## config.mk

```make
export PLATFORM = sky130hd
export DESIGN_NAME = exc_entry
export DESIGN_NICKNAME = d
export VERILOG_FILES = /design/src/hdl/exc_entry_pkg.sv /design/src/hdl/exc_entry.sv
export SDC_FILE = /design/constraint.sdc
export NUM_CORES = 1
export LEC_CHECK = 0
export BUFFER_PORTS_ARGS = -buffer_cell sky130_fd_sc_hd__clkbuf_2
export CORE_AREA = 3 3 177 179
export DETAILED_ROUTE_END_ITERATION = 6
export DIE_AREA = 0 0 180 182
export HOLD_SLACK_MARGIN = 0.05
export PLACE_DENSITY = 0.68
export SYNTH_ARGS = -nofsm -noshare
export SYNTH_HDL_FRONTEND = slang
export SYNTH_SLANG_ARGS = --single-unit
```

## constraint.sdc

```tcl
create_clock -name core_clk -period 4.3 [get_ports core_clk]
set_clock_uncertainty 0.05 [all_clocks]
set_input_delay 0 -clock core_clk [delete_from_list [all_inputs] [get_ports core_clk]]
set_output_delay 0 -clock core_clk [all_outputs]
set_load 0.1 [all_outputs]
```

## src/hdl/exc_entry_pkg.sv

```systemverilog
// Purpose: constants for the reset and translation exception entry unit
// Assumes: 32-bit addresses, core clock domain only
// Notes:   codes, vectors and status bit positions
package exc_entry_pkg;
   localparam logic [11:0] code_reset_debug  = 12'h000;
   localparam logic [11:0] code_manual_reset = 12'h020;
   localparam logic [11:0] code_multi_match  = 12'h140;
   localparam logic [11:0] code_read_miss    = 12'h040;
   localparam logic [11:0] code_write_miss   = 12'h060;
   localparam logic [11:0] code_first_write  = 12'h080;
   localparam logic [11:0] code_read_prot    = 12'h0A0;
   localparam logic [11:0] code_write_prot   = 12'h0C0;
   localparam logic [31:0] reset_vector      = 32'hA000_0000;
   localparam logic [31:0] vector_base_reset = 32'h0000_0000;
   localparam logic [31:0] miss_offset       = 32'h0000_0400;
   localparam logic [31:0] general_offset    = 32'h0000_0100;
   localparam logic [3:0]  imask_reset       = 4'hF;
   localparam int          psw_md_pos        = 30;
   localparam int          psw_rb_pos        = 29;
   localparam int          psw_bl_pos        = 28;
   localparam int          psw_fd_pos        = 15;
   localparam int          psw_imask_lo      = 4;
   localparam int          psw_imask_hi      = 7;
   localparam int          vpn_lo            = 10;
   localparam int          address_space_id_hi           = 7;
   localparam logic [1:0]  prot_priv_ro      = 2'h0;
   localparam logic [1:0]  prot_priv_rw      = 2'h1;
   localparam logic [1:0]  prot_all_ro       = 2'h2;
   localparam logic [1:0]  prot_all_rw       = 2'h3;
   localparam logic [31:0] psw_reset         = 32'h7000_00F0;
endpackage
```

## src/hdl/exc_entry.sv

```systemverilog
// Purpose: reset-type and translation exception entry for the core
// Assumes: pipeline presents one access per cycle with its lookup result
// Notes:   all outputs registered; one entry taken per cycle
//
`timescale 1ns/1ps
`default_nettype none
// Notes on behaviour
// - debug-port reset writes code 000 and jumps to the reset vector
// - reset entries zero vector base, set md/rb/bl, clear fd, mask to F
// - instruction buffer multiple match takes reset entry with code 140
// - unified buffer multiple match takes reset entry with code 140
// - multiple match resets request manual-style initialisation, not power-on
// - capture fault address and its page number into page entry high
// - page entry high keeps the current address space id
// - general entries save pc, status word and register fifteen
// - general entries set block, privilege and bank bits
// - read miss writes code 040, jumps to vector base plus 400
// - write miss writes code 060, jumps to vector base plus 400
// - fetch miss writes code 040, jumps to vector base plus 400
// - all misses use offset 400, distinct from general offset 100
// - store to clean page writes code 080, jumps to base plus 100
// - protection field decides read and write rights per mode
// - read protection fault writes code 0A0, base plus 100
// - write protection fault writes code 0C0, base plus 100
// - general fault while blocked becomes manual reset to reset vector
module exc_entry (
   input  wire logic        core_clk,
   input  wire logic        rst_b,
   input  wire logic        debug_port_reset,
   input  wire logic        instr_multi_match,
   input  wire logic        operand_multi_match,
   input  wire logic        fetch_miss,
   input  wire logic        access_valid,
   input  wire logic        access_write,
   input  wire logic        access_hit,
   input  wire logic        page_dirty,
   input  wire logic [1:0]  protection_field,
   input  wire logic [31:0] fault_vaddr,
   input  wire logic [31:0] fault_pc,
   input  wire logic [31:0] general_reg_fifteen,
   input  wire logic [7:0]  current_address_space_id,
   input  wire logic        vbr_write,
   input  wire logic [31:0] vbr_wdata,
   input  wire logic        psw_write,
   input  wire logic [31:0] psw_wdata,
   output logic [11:0]      exception_event_code_reg,
   output logic [31:0]      vector_base_reg,
   output logic [31:0]      processor_status_word,
   output logic [31:0]      fault_address_reg,
   output logic [31:0]      page_entry_high_reg,
   output logic [31:0]      saved_program_counter,
   output logic [31:0]      saved_status_word,
   output logic [31:0]      saved_stack_pointer,
   output logic [31:0]      next_pc,
   output logic             redirect,
   output logic             manual_init
);

   typedef enum logic [3:0] {
      kind_none  = 4'h1,
      kind_reset = 4'h2,
      kind_gen   = 4'h4,
      kind_man   = 4'h8
   } kind_type;

   ////////////////////////////////////////////////////////////////////////////
   // event decode
   logic       priv;
   logic       read_ok;
   logic       write_ok;
   logic       read_miss;
   logic       write_miss;
   logic       clean_store;
   logic       read_prot;
   logic       write_prot;
   logic       multi;
   logic       general;
   logic       blocked;
   kind_type   kind;
   logic [11:0] code;
   logic [31:0] offset;

   assign priv    = processor_status_word[exc_entry_pkg::psw_md_pos];
   assign blocked = processor_status_word[exc_entry_pkg::psw_bl_pos];

   always_comb begin
      case (protection_field)
         exc_entry_pkg::prot_priv_ro: begin
            read_ok  = priv;
            write_ok = 1'b0;
         end
         exc_entry_pkg::prot_priv_rw: begin
            read_ok  = priv;
            write_ok = priv;
         end
         exc_entry_pkg::prot_all_ro: begin
            read_ok  = 1'b1;
            write_ok = 1'b0;
         end
         default: begin
            read_ok  = 1'b1;
            write_ok = 1'b1;
         end
      endcase
   end

   assign read_miss   = access_valid && !access_hit && !access_write;
   assign write_miss  = access_valid && !access_hit && access_write;
   assign read_prot   = access_valid && access_hit && !access_write && !read_ok;
   assign write_prot  = access_valid && access_hit && access_write && !write_ok;
   assign clean_store = access_valid && access_hit && access_write && write_ok && !page_dirty;
   assign multi       = instr_multi_match || operand_multi_match;
   assign general     = fetch_miss || read_miss || write_miss || read_prot || write_prot || clean_store;

   always_comb begin
      kind   = kind_none;
      code   = exc_entry_pkg::code_reset_debug;
      offset = exc_entry_pkg::general_offset;
      if (debug_port_reset) begin
         kind = kind_reset;
      end else if (multi) begin
         kind = kind_man;
         code = exc_entry_pkg::code_multi_match;
      end else if (general && blocked) begin
         kind = kind_man;
         code = exc_entry_pkg::code_manual_reset;
      end else if (fetch_miss) begin
         kind   = kind_gen;
         code   = exc_entry_pkg::code_read_miss;
         offset = exc_entry_pkg::miss_offset;
      end else if (read_miss) begin
         kind   = kind_gen;
         code   = exc_entry_pkg::code_read_miss;
         offset = exc_entry_pkg::miss_offset;
      end else if (write_miss) begin
         kind   = kind_gen;
         code   = exc_entry_pkg::code_write_miss;
         offset = exc_entry_pkg::miss_offset;
      end else if (read_prot) begin
         kind = kind_gen;
         code = exc_entry_pkg::code_read_prot;
      end else if (write_prot) begin
         kind = kind_gen;
         code = exc_entry_pkg::code_write_prot;
      end else if (clean_store) begin
         kind = kind_gen;
         code = exc_entry_pkg::code_first_write;
      end
   end

   ////////////////////////////////////////////////////////////////////////////
   // code, redirect and target
   always_ff @(posedge core_clk or negedge rst_b) begin
      if (!rst_b) begin
         exception_event_code_reg <= exc_entry_pkg::code_reset_debug;
         next_pc                  <= exc_entry_pkg::reset_vector;
         redirect                 <= 1'b0;
         manual_init              <= 1'b0;
      end else begin
         redirect    <= (kind != kind_none);
         manual_init <= (kind == kind_man);
         if (kind != kind_none) begin
            exception_event_code_reg <= code;
         end
         if (kind == kind_gen) begin
            next_pc <= vector_base_reg + offset;
         end else if (kind != kind_none) begin
            next_pc <= exc_entry_pkg::reset_vector;
         end
      end
   end

   ////////////////////////////////////////////////////////////////////////////
   // vector base
   always_ff @(posedge core_clk or negedge rst_b) begin
      if (!rst_b) begin
         vector_base_reg <= exc_entry_pkg::vector_base_reset;
      end else if (kind == kind_reset || kind == kind_man) begin
         vector_base_reg <= exc_entry_pkg::vector_base_reset;
      end else if (vbr_write && kind == kind_none) begin
         vector_base_reg <= vbr_wdata;
      end
   end

   ////////////////////////////////////////////////////////////////////////////
   // status word
   always_ff @(posedge core_clk or negedge rst_b) begin
      if (!rst_b) begin
         processor_status_word <= exc_entry_pkg::psw_reset;
      end else if (kind == kind_reset || kind == kind_man) begin
         processor_status_word[exc_entry_pkg::psw_md_pos] <= 1'b1;
         processor_status_word[exc_entry_pkg::psw_rb_pos] <= 1'b1;
         processor_status_word[exc_entry_pkg::psw_bl_pos] <= 1'b1;
         processor_status_word[exc_entry_pkg::psw_fd_pos] <= 1'b0;
         processor_status_word[exc_entry_pkg::psw_imask_hi:exc_entry_pkg::psw_imask_lo] <=
            exc_entry_pkg::imask_reset;
      end else if (kind == kind_gen) begin
         processor_status_word[exc_entry_pkg::psw_md_pos] <= 1'b1;
         processor_status_word[exc_entry_pkg::psw_rb_pos] <= 1'b1;
         processor_status_word[exc_entry_pkg::psw_bl_pos] <= 1'b1;
      end else if (psw_write && kind == kind_none) begin
         processor_status_word <= psw_wdata;
      end
   end

   ////////////////////////////////////////////////////////////////////////////
   // fault capture
   always_ff @(posedge core_clk or negedge rst_b) begin
      if (!rst_b) begin
         fault_address_reg   <= '0;
         page_entry_high_reg <= '0;
      end else if (kind == kind_gen || (kind == kind_man && multi)) begin
         fault_address_reg <= fault_vaddr;
         page_entry_high_reg <= {fault_vaddr[31:exc_entry_pkg::vpn_lo], 2'h0,
                                 current_address_space_id};
      end
   end

   ////////////////////////////////////////////////////////////////////////////
   // saved context
   always_ff @(posedge core_clk or negedge rst_b) begin
      if (!rst_b) begin
         saved_program_counter <= '0;
         saved_status_word     <= '0;
         saved_stack_pointer   <= '0;
      end else if (kind == kind_gen) begin
         saved_program_counter <= fault_pc;
         saved_status_word     <= processor_status_word;
         saved_stack_pointer   <= general_reg_fifteen;
      end
   end

   ////////////////////////////////////////////////////////////////////////////
   // checks: reset-type entries
   a_debug_reset: assert property (
      @(posedge core_clk) disable iff (!rst_b)
      debug_port_reset |=> exception_event_code_reg == exc_entry_pkg::code_reset_debug
      && next_pc == exc_entry_pkg::reset_vector && redirect)
      else $error("debug reset entry wrong");
   a_reset_status: assert property (
      @(posedge core_clk) disable iff (!rst_b)
      (kind == kind_reset || kind == kind_man) |=> vector_base_reg == exc_entry_pkg::vector_base_reset
      && processor_status_word[exc_entry_pkg::psw_fd_pos] == 1'b0
      && processor_status_word[exc_entry_pkg::psw_imask_hi:exc_entry_pkg::psw_imask_lo] == exc_entry_pkg::imask_reset)
      else $error("reset status wrong");
   a_reset_bits: assert property (
      @(posedge core_clk) disable iff (!rst_b)
      (kind == kind_reset || kind == kind_man) |=> processor_status_word[exc_entry_pkg::psw_md_pos]
      && processor_status_word[exc_entry_pkg::psw_rb_pos] && processor_status_word[exc_entry_pkg::psw_bl_pos])
      else $error("reset status bits wrong");
   a_multi_code: assert property (
      @(posedge core_clk) disable iff (!rst_b)
      (instr_multi_match && !debug_port_reset) |=>
      exception_event_code_reg == exc_entry_pkg::code_multi_match && next_pc == exc_entry_pkg::reset_vector)
      else $error("instruction multi match wrong");
   a_operand_multi: assert property (
      @(posedge core_clk) disable iff (!rst_b)
      (operand_multi_match && !debug_port_reset) |=>
      exception_event_code_reg == exc_entry_pkg::code_multi_match && next_pc == exc_entry_pkg::reset_vector)
      else $error("operand multi match wrong");
   a_manual_init: assert property (
      @(posedge core_clk) disable iff (!rst_b)
      (multi && !debug_port_reset) |=>
      manual_init && redirect)
      else $error("multi match not manual style");
   a_blocked_fault: assert property (
      @(posedge core_clk) disable iff (!rst_b)
      (general && blocked && !multi && !debug_port_reset) |=>
      exception_event_code_reg == exc_entry_pkg::code_manual_reset && next_pc == exc_entry_pkg::reset_vector)
      else $error("blocked fault not reset");

   ////////////////////////////////////////////////////////////////////////////
   // checks: capture and context
   a_fault_capture: assert property (
      @(posedge core_clk) disable iff (!rst_b)
      (kind == kind_gen) |=> fault_address_reg == $past(fault_vaddr)
      && page_entry_high_reg[31:exc_entry_pkg::vpn_lo] == $past(fault_vaddr[31:exc_entry_pkg::vpn_lo]))
      else $error("fault capture wrong");
   a_address_space_id_capture: assert property (
      @(posedge core_clk) disable iff (!rst_b)
      (kind == kind_gen) |=>
      page_entry_high_reg[exc_entry_pkg::address_space_id_hi:0] == $past(current_address_space_id))
      else $error("address_space_id capture wrong");
   a_context_save: assert property (
      @(posedge core_clk) disable iff (!rst_b)
      (kind == kind_gen) |=> saved_status_word == $past(processor_status_word)
      && saved_stack_pointer == $past(general_reg_fifteen) && saved_program_counter == $past(fault_pc))
      else $error("context save wrong");
   a_status_set: assert property (
      @(posedge core_clk) disable iff (!rst_b)
      (kind == kind_gen) |=> processor_status_word[exc_entry_pkg::psw_md_pos]
      && processor_status_word[exc_entry_pkg::psw_rb_pos] && processor_status_word[exc_entry_pkg::psw_bl_pos])
      else $error("general status bits wrong");
   a_general_keep: assert property (
      @(posedge core_clk) disable iff (!rst_b)
      (kind == kind_gen) |=> $stable(vector_base_reg)
      && $stable(processor_status_word[exc_entry_pkg::psw_fd_pos])
      && $stable(processor_status_word[exc_entry_pkg::psw_imask_hi:exc_entry_pkg::psw_imask_lo]))
      else $error("general entry altered base");

   ////////////////////////////////////////////////////////////////////////////
   // checks: general codes and targets
   a_miss_target: assert property (
      @(posedge core_clk) disable iff (!rst_b)
      (kind == kind_gen && offset == exc_entry_pkg::miss_offset) |=>
      next_pc == $past(vector_base_reg) + exc_entry_pkg::miss_offset && redirect)
      else $error("miss target wrong");
   a_other_target: assert property (
      @(posedge core_clk) disable iff (!rst_b)
      (kind == kind_gen && offset == exc_entry_pkg::general_offset) |=>
      next_pc == $past(vector_base_reg) + exc_entry_pkg::general_offset && redirect)
      else $error("general target wrong");
   a_read_miss: assert property (
      @(posedge core_clk) disable iff (!rst_b)
      (kind == kind_gen && read_miss && !fetch_miss) |=>
      exception_event_code_reg == exc_entry_pkg::code_read_miss)
      else $error("read miss code wrong");
   a_write_miss: assert property (
      @(posedge core_clk) disable iff (!rst_b)
      (kind == kind_gen && write_miss && !fetch_miss) |=>
      exception_event_code_reg == exc_entry_pkg::code_write_miss)
      else $error("write miss code wrong");
   a_fetch_miss: assert property (
      @(posedge core_clk) disable iff (!rst_b)
      (kind == kind_gen && fetch_miss) |=>
      exception_event_code_reg == exc_entry_pkg::code_read_miss)
      else $error("fetch miss code wrong");
   a_clean_store: assert property (
      @(posedge core_clk) disable iff (!rst_b)
      (kind == kind_gen && clean_store && !fetch_miss) |=>
      exception_event_code_reg == exc_entry_pkg::code_first_write)
      else $error("clean store code wrong");
   a_user_write: assert property (
      @(posedge core_clk) disable iff (!rst_b)
      (!priv && !blocked && access_valid && access_hit && access_write && !fetch_miss && !multi
      && !debug_port_reset && protection_field == exc_entry_pkg::prot_priv_rw) |=>
      exception_event_code_reg == exc_entry_pkg::code_write_prot)
      else $error("user write not refused");
   a_read_prot: assert property (
      @(posedge core_clk) disable iff (!rst_b)
      (kind == kind_gen && read_prot && !fetch_miss) |=>
      exception_event_code_reg == exc_entry_pkg::code_read_prot)
      else $error("read prot code wrong");
   a_write_prot: assert property (
      @(posedge core_clk) disable iff (!rst_b)
      (kind == kind_gen && write_prot && !fetch_miss) |=>
      exception_event_code_reg == exc_entry_pkg::code_write_prot)
      else $error("write prot code wrong");
endmodule // exc_entry
`default_nettype wire

```

== Yosys cells after proc, flatten, opt, wreduce, memory -nomap -nowiden ==
Index checks and enable logic that the tools add are counted.

* Input port bits: 182
* Register bits: 268
* Logic and storage cells: 96

* Add/subtract/negate cells: 1
* Equality and inequality tests: 8
* Muxes and demuxes: 36
* Reduce and logical (&&, ||, !) cells: 36
* Bitwise gates (word level): 2

{| class="wikitable"
|+ Operators by type and width
! kind !! number
|-
| $mux 32 || 4
|-
| $mux 11 || 6
|-
| $mux 8 || 7
|-
| $add 32x32->32 || 1
|-
| $mux 31 || 1
|-
| $mux 3 || 8
|-
| $mux 9 || 2
|-
| $mux 16 || 1
|-
| $mux 4 || 4
|-
| $logic_and 1x1->1 || 14
|-
| $logic_or 1x1->1 || 8
|-
| $reduce_bool 2->1 || 3
|-
| $logic_not 1->1 || 5
|-
| $eq 4x1->1 const B || 1
|-
| $eq 4x2->1 const B || 1
|-
| $eq 4x3->1 const B || 1
|-
| $eq 4x4->1 const B || 1
|-
| $ne 4x1->1 const B || 1
|-
| $reduce_or 2->1 || 2
|-
| $reduce_and 3->1 || 1
|-
| $reduce_bool 3->1 || 1
|-
| $eq 2x1->1 const B || 1
|-
| $eq 2x2->1 const B || 1
|-
| $logic_not 2->1 || 1
|-
| other kinds (5) || 7
|}

== Logic depth before layout (Yosys ltp) ==
* Depth in word-level cells: 19
* Depth in mapped cells: 13

== Worst setup path before layout ==
Ideal clock, no wire load.

* Path type: flip-flop to flip-flop
* Start: register processor_status_word[30]
* End: register next_pc[19]
* Data required time: 4.167 ns
* Path buffers: 2
* Data arrival time: 3.313 ns
* Path slack: 0.855 ns
* Cell stages (with the launch flop): 14
* Cell sequence: dfstp_2 or2_1 a41oi_1 a21o_1 clkbuf_1 or2_2 inv_1 ha_1 a31o_2 and3_1 clkbuf_1 and3_1 xnor2_1 o21ai_0

* Word-level cells in the longest chain between the ends: 14

{| class="wikitable"
|+ Ends and longest elaborated chain
! what !! RTL line !! RTL
|-
| start, declared || exc_entry.sv:48 || <nowiki>output logic [31:0] processor_status_word,</nowiki>
|-
| start signal, assigned || exc_entry.sv:189 || <nowiki>processor_status_word <= exc_entry_pkg::psw_reset;</nowiki>
|-
| start signal, assigned by index || exc_entry.sv:195 || <nowiki>processor_status_word[exc_entry_pkg::psw_imask_hi:exc_entry_pkg::psw_imask_lo] <=</nowiki>
|-
| start signal, assigned || exc_entry.sv:202 || <nowiki>processor_status_word <= psw_wdata;</nowiki>
|-
| parallel branches: the longest is 14 deep, another holds $add 32x32->32 || n/a ||
|-
| end signal, assigned || exc_entry.sv:156 || <nowiki>next_pc <= exc_entry_pkg::reset_vector;</nowiki>
|-
| end signal, assigned || exc_entry.sv:166 || <nowiki>next_pc <= vector_base_reg + offset;</nowiki>
|-
| end signal, assigned || exc_entry.sv:168 || <nowiki>next_pc <= exc_entry_pkg::reset_vector;</nowiki>
|-
| end, declared || exc_entry.sv:54 || <nowiki>output logic [31:0] next_pc,</nowiki>
|}

Several ways; the timed one is not identified.
A chain may end at the register's enable or synchronous reset.

== Worst setup path in the final report ==
Ends and elaborated chain as after synthesis.

==> results.md <==
* Worst Hold Class: input port to register
* Slew margin rel. at between 20% and 30%
* Max-slew violations at 0
* Leak Pwr at 7.84 nW
* DIE HEIGHT at 182 microns
* Drt via density at 4.63
* Placer Congestion at between 0.8 and 0.9
* Worst R2R Start: processor_status_word[30]
* Total track usage at between 10% and 20%
* Setup_tns at 0 ns
* Max Root-Sink Buffers at 3
* Post-DP HPWL at 21.2 mm
* Clk_lat worst skew at 0.53 ns
* Max_cap viols at 0
* Crit-path max FO at 6
* Max VDD drop at 0.220 mV
* Synth top area share at 58.3%
* Netlist cell types at 41
* Post-route ant nets at 0
* Die area at 32800 sq um
* Number of buffers created by CTS at 26
* Largest net degree at the start of global routing at 123
* Seq cells post-synth at 238
* Fmax achieved at 0.320 GHz
* Cell Rows at 63
* Initial Utilization at 33.1%
* Vias in the first global route at ~8600
* CTS tree: built
* YS warnings at 0
* First-pass GRT wire length at 49.5 mm
* # DRC at 0
* Setup violators final at 0
* Fraction of layout cells with a size suffix above 1 at 48.1%
* Root Buffer Master: clkbuf_16
* Leading area contributor after synthesis: dfrtp_1
* CTS H-Tree Depth at 1
* Setup bufs post-CTS at 0
* Initial antenna violation count at 0
* Synth Area per Inst at 13.2 sq um
* CP Class: register to register
* Placed insts at 1523
* Min Tclk post-route at 3.12 ns
* Arrival time worst endpoint at 3.46 ns
* Worst-path clk slew at 0.06 ns
* Worst setup EP type: register
* Power per cell area at 454 nW/um^2
* DR WL/cell at between 15 and 20 microns
* CTS Sinks at ~240
* Final WL at 31.9 mm
* Post-synthesis sequential area ratio at 60.7%
* Startpoint types: register
* Synth area leaders: dfrtp_1 58%, mux2_2 13%, mux2_4 6.0%
* Hold_sp: psw_write
* Status: complete, no violations
* Area grow syn2layout at 54.2%
* Crit path from: processor_status_word[30]
* WP data required at 4.63 ns
* IO Count at 452
* Die W at 180 microns
* Post_cts resized at 0
* Core Region at 29700 sq um
* Layout Cells excl Fill at 1770
* Drt initial violations at 346
* Antenna diodes at 0
* Fin nets at 1548
* Vias at ~8000
* Slew @ Worst Pin at 1.14 ns
* Drt pass-1 iters at 4
* Cell count after synthesis at roughly 750
* Fin. Hold Viols at 0
* Grt total ovfl at 0
* Port Buffers at roughly 440
* Cell Area, Synth at 9830 sq um
* Final period util at 72.7%
* RSZ-0062 raised after global routing: false
[routing by layer]
metal / vias up / share of wire [%] / GRT usage (%)
met5: - / 0 / 0
met4: 0 / 2.3 / 5.41
met3: 55 / 6.5 / 4.09
met2: 319 / 50 / 32.6
met1: 4051 / 41 / 23.2
li1: 3771 / - / -
[layout by cell type, fill, tap and decap left out, types with 4 or more instances in the layout]
cell,n
mux2_2,117
buf_4,6
and3_1,7
clkbuf_2,440
nand2_1,106
a21oi_1,41
mux2i_1,4
dlygate4sd3_1,201
a22o_1,10
clkbuf_16,27
clkinv_2,5
nand3_1,7
xor2_1,10
a31oi_1,5
mux2_4,39
nor4_1,5
o21ai_0,22
xnor2_1,12
nor3_1,4
conb_1,10
dfrtp_1,229
nor2_1,6
inv_1,5
clkbuf_8,5
nand4_1,6
dfstp_2,9
[logic make-up after synthesis]
group                      after synthesis  share of synthesized area, %
DFF                                    238                          60.7
muxes                                  163                          20.1
and+or+nand+nor                        155                          6.90
AOI/OAI and AO/OA                       88                          5.25
buffers and inverters                   77                          4.69
xor gates and xnor gates                22                          1.96
adders and majority gates                3                         0.382
other                                    1                        0.0381
[report_power, final]
group / leakage (nW) / internal [W] / switching [W]
clock: 0.434 / 0.00140 / 0.000896
combinational: 4.27 / 0.000435 / 0.00166
sequential: 3.14 / 0.00239 / 0.000109
[cell usage after synthesis]
cell type,n
and3_1,7
mux2_4,39
nand3_1,8
a21bo_2,1
and2_1,3
a31o_2,1
nor3_1,4
buf_2,12
mux2_2,117
nand2b_1,2
or2_2,1
ha_1,3
xor2_1,10
nor2_1,7
mux2_1,3
or3_1,2
dfstp_2,9
a31oi_1,5
a41o_1,2
o211ai_1,2
buf_6,5
o21ai_0,22
nand4_1,6
nor3b_1,1
a41oi_1,1
and4_1,1
or2_1,1
nor4_1,5
a21o_1,2
mux2i_1,4
clkbuf_1,18
nand2_1,106
a22o_1,10
xnor2_1,12
dfrtp_1,229
buf_1,5
a21oi_1,42
nor4b_1,1
conb_1,1
buf_4,32
inv_1,5
[final timing paths]
check / endpoint / slack, ns / depth (start not counted)
worst min register to register: processor_status_word[5] / 0.41 / 2
min in group asynchronous: fault_address_reg[15] / 0.62 / 4
worst max register to register: next_pc[19] / 1.18 / 11
worst min-delay path: processor_status_word[15] / 0.06 / 3
worst max-delay path: next_pc[19] / 1.18 / 11
max in group asynchronous: vector_base_reg[11] / 2.85 / 4
[through the flow]
step | worst slack (ns) | hold WS, ns | utilization, % | instance area, sq um | power, W
floorplan | 0.855 | -0.346 | - | 9870 | 0.00409
global placement | 1.25 | -0.105 | 41.2 | 12200 | 0.00444
detailed placement | 1.21 | -0.107 | 41.2 | 12200 | 0.00446
CTS | 1.19 | 0.0613 | 51.0 | 15200 | 0.00694
global route | 1.00 | 0.0877 | 51.0 | 15200 | 0.00712
finish | 1.18 | 0.0553 | 51.0 | 15200 | 0.00689
[critical path, stage by stage (launching register included)]
cell and delay [ns]:
dfstp_2 0.59, or2_1 0.16, a41oi_1 0.27, a21o_1 0.26, or2_2 0.33, inv_1 0.07
ha_1 0.26, a31o_2 0.32, and3_1 0.25, and3_1 0.21, xnor2_1 0.12, o21ai_0 0.08
[repair_timing]
action	4_1_cts	5_1_grt
endpoints found under the setup margin	0	0
endpoints found under the hold margin	402	0
hold buffers	202	0
[final cells by class]
cell class	instances	area (sq um)
fillers	2479	14500
flip-flops and latches	238	5970
repair buffers	651	4340
multi-input cells	441	3470
clock buffers	35	756
well taps	390	488
clock inverters	10	130
inverters	5	18.8
No activity file was read; power rests on OpenSTA's default activity.
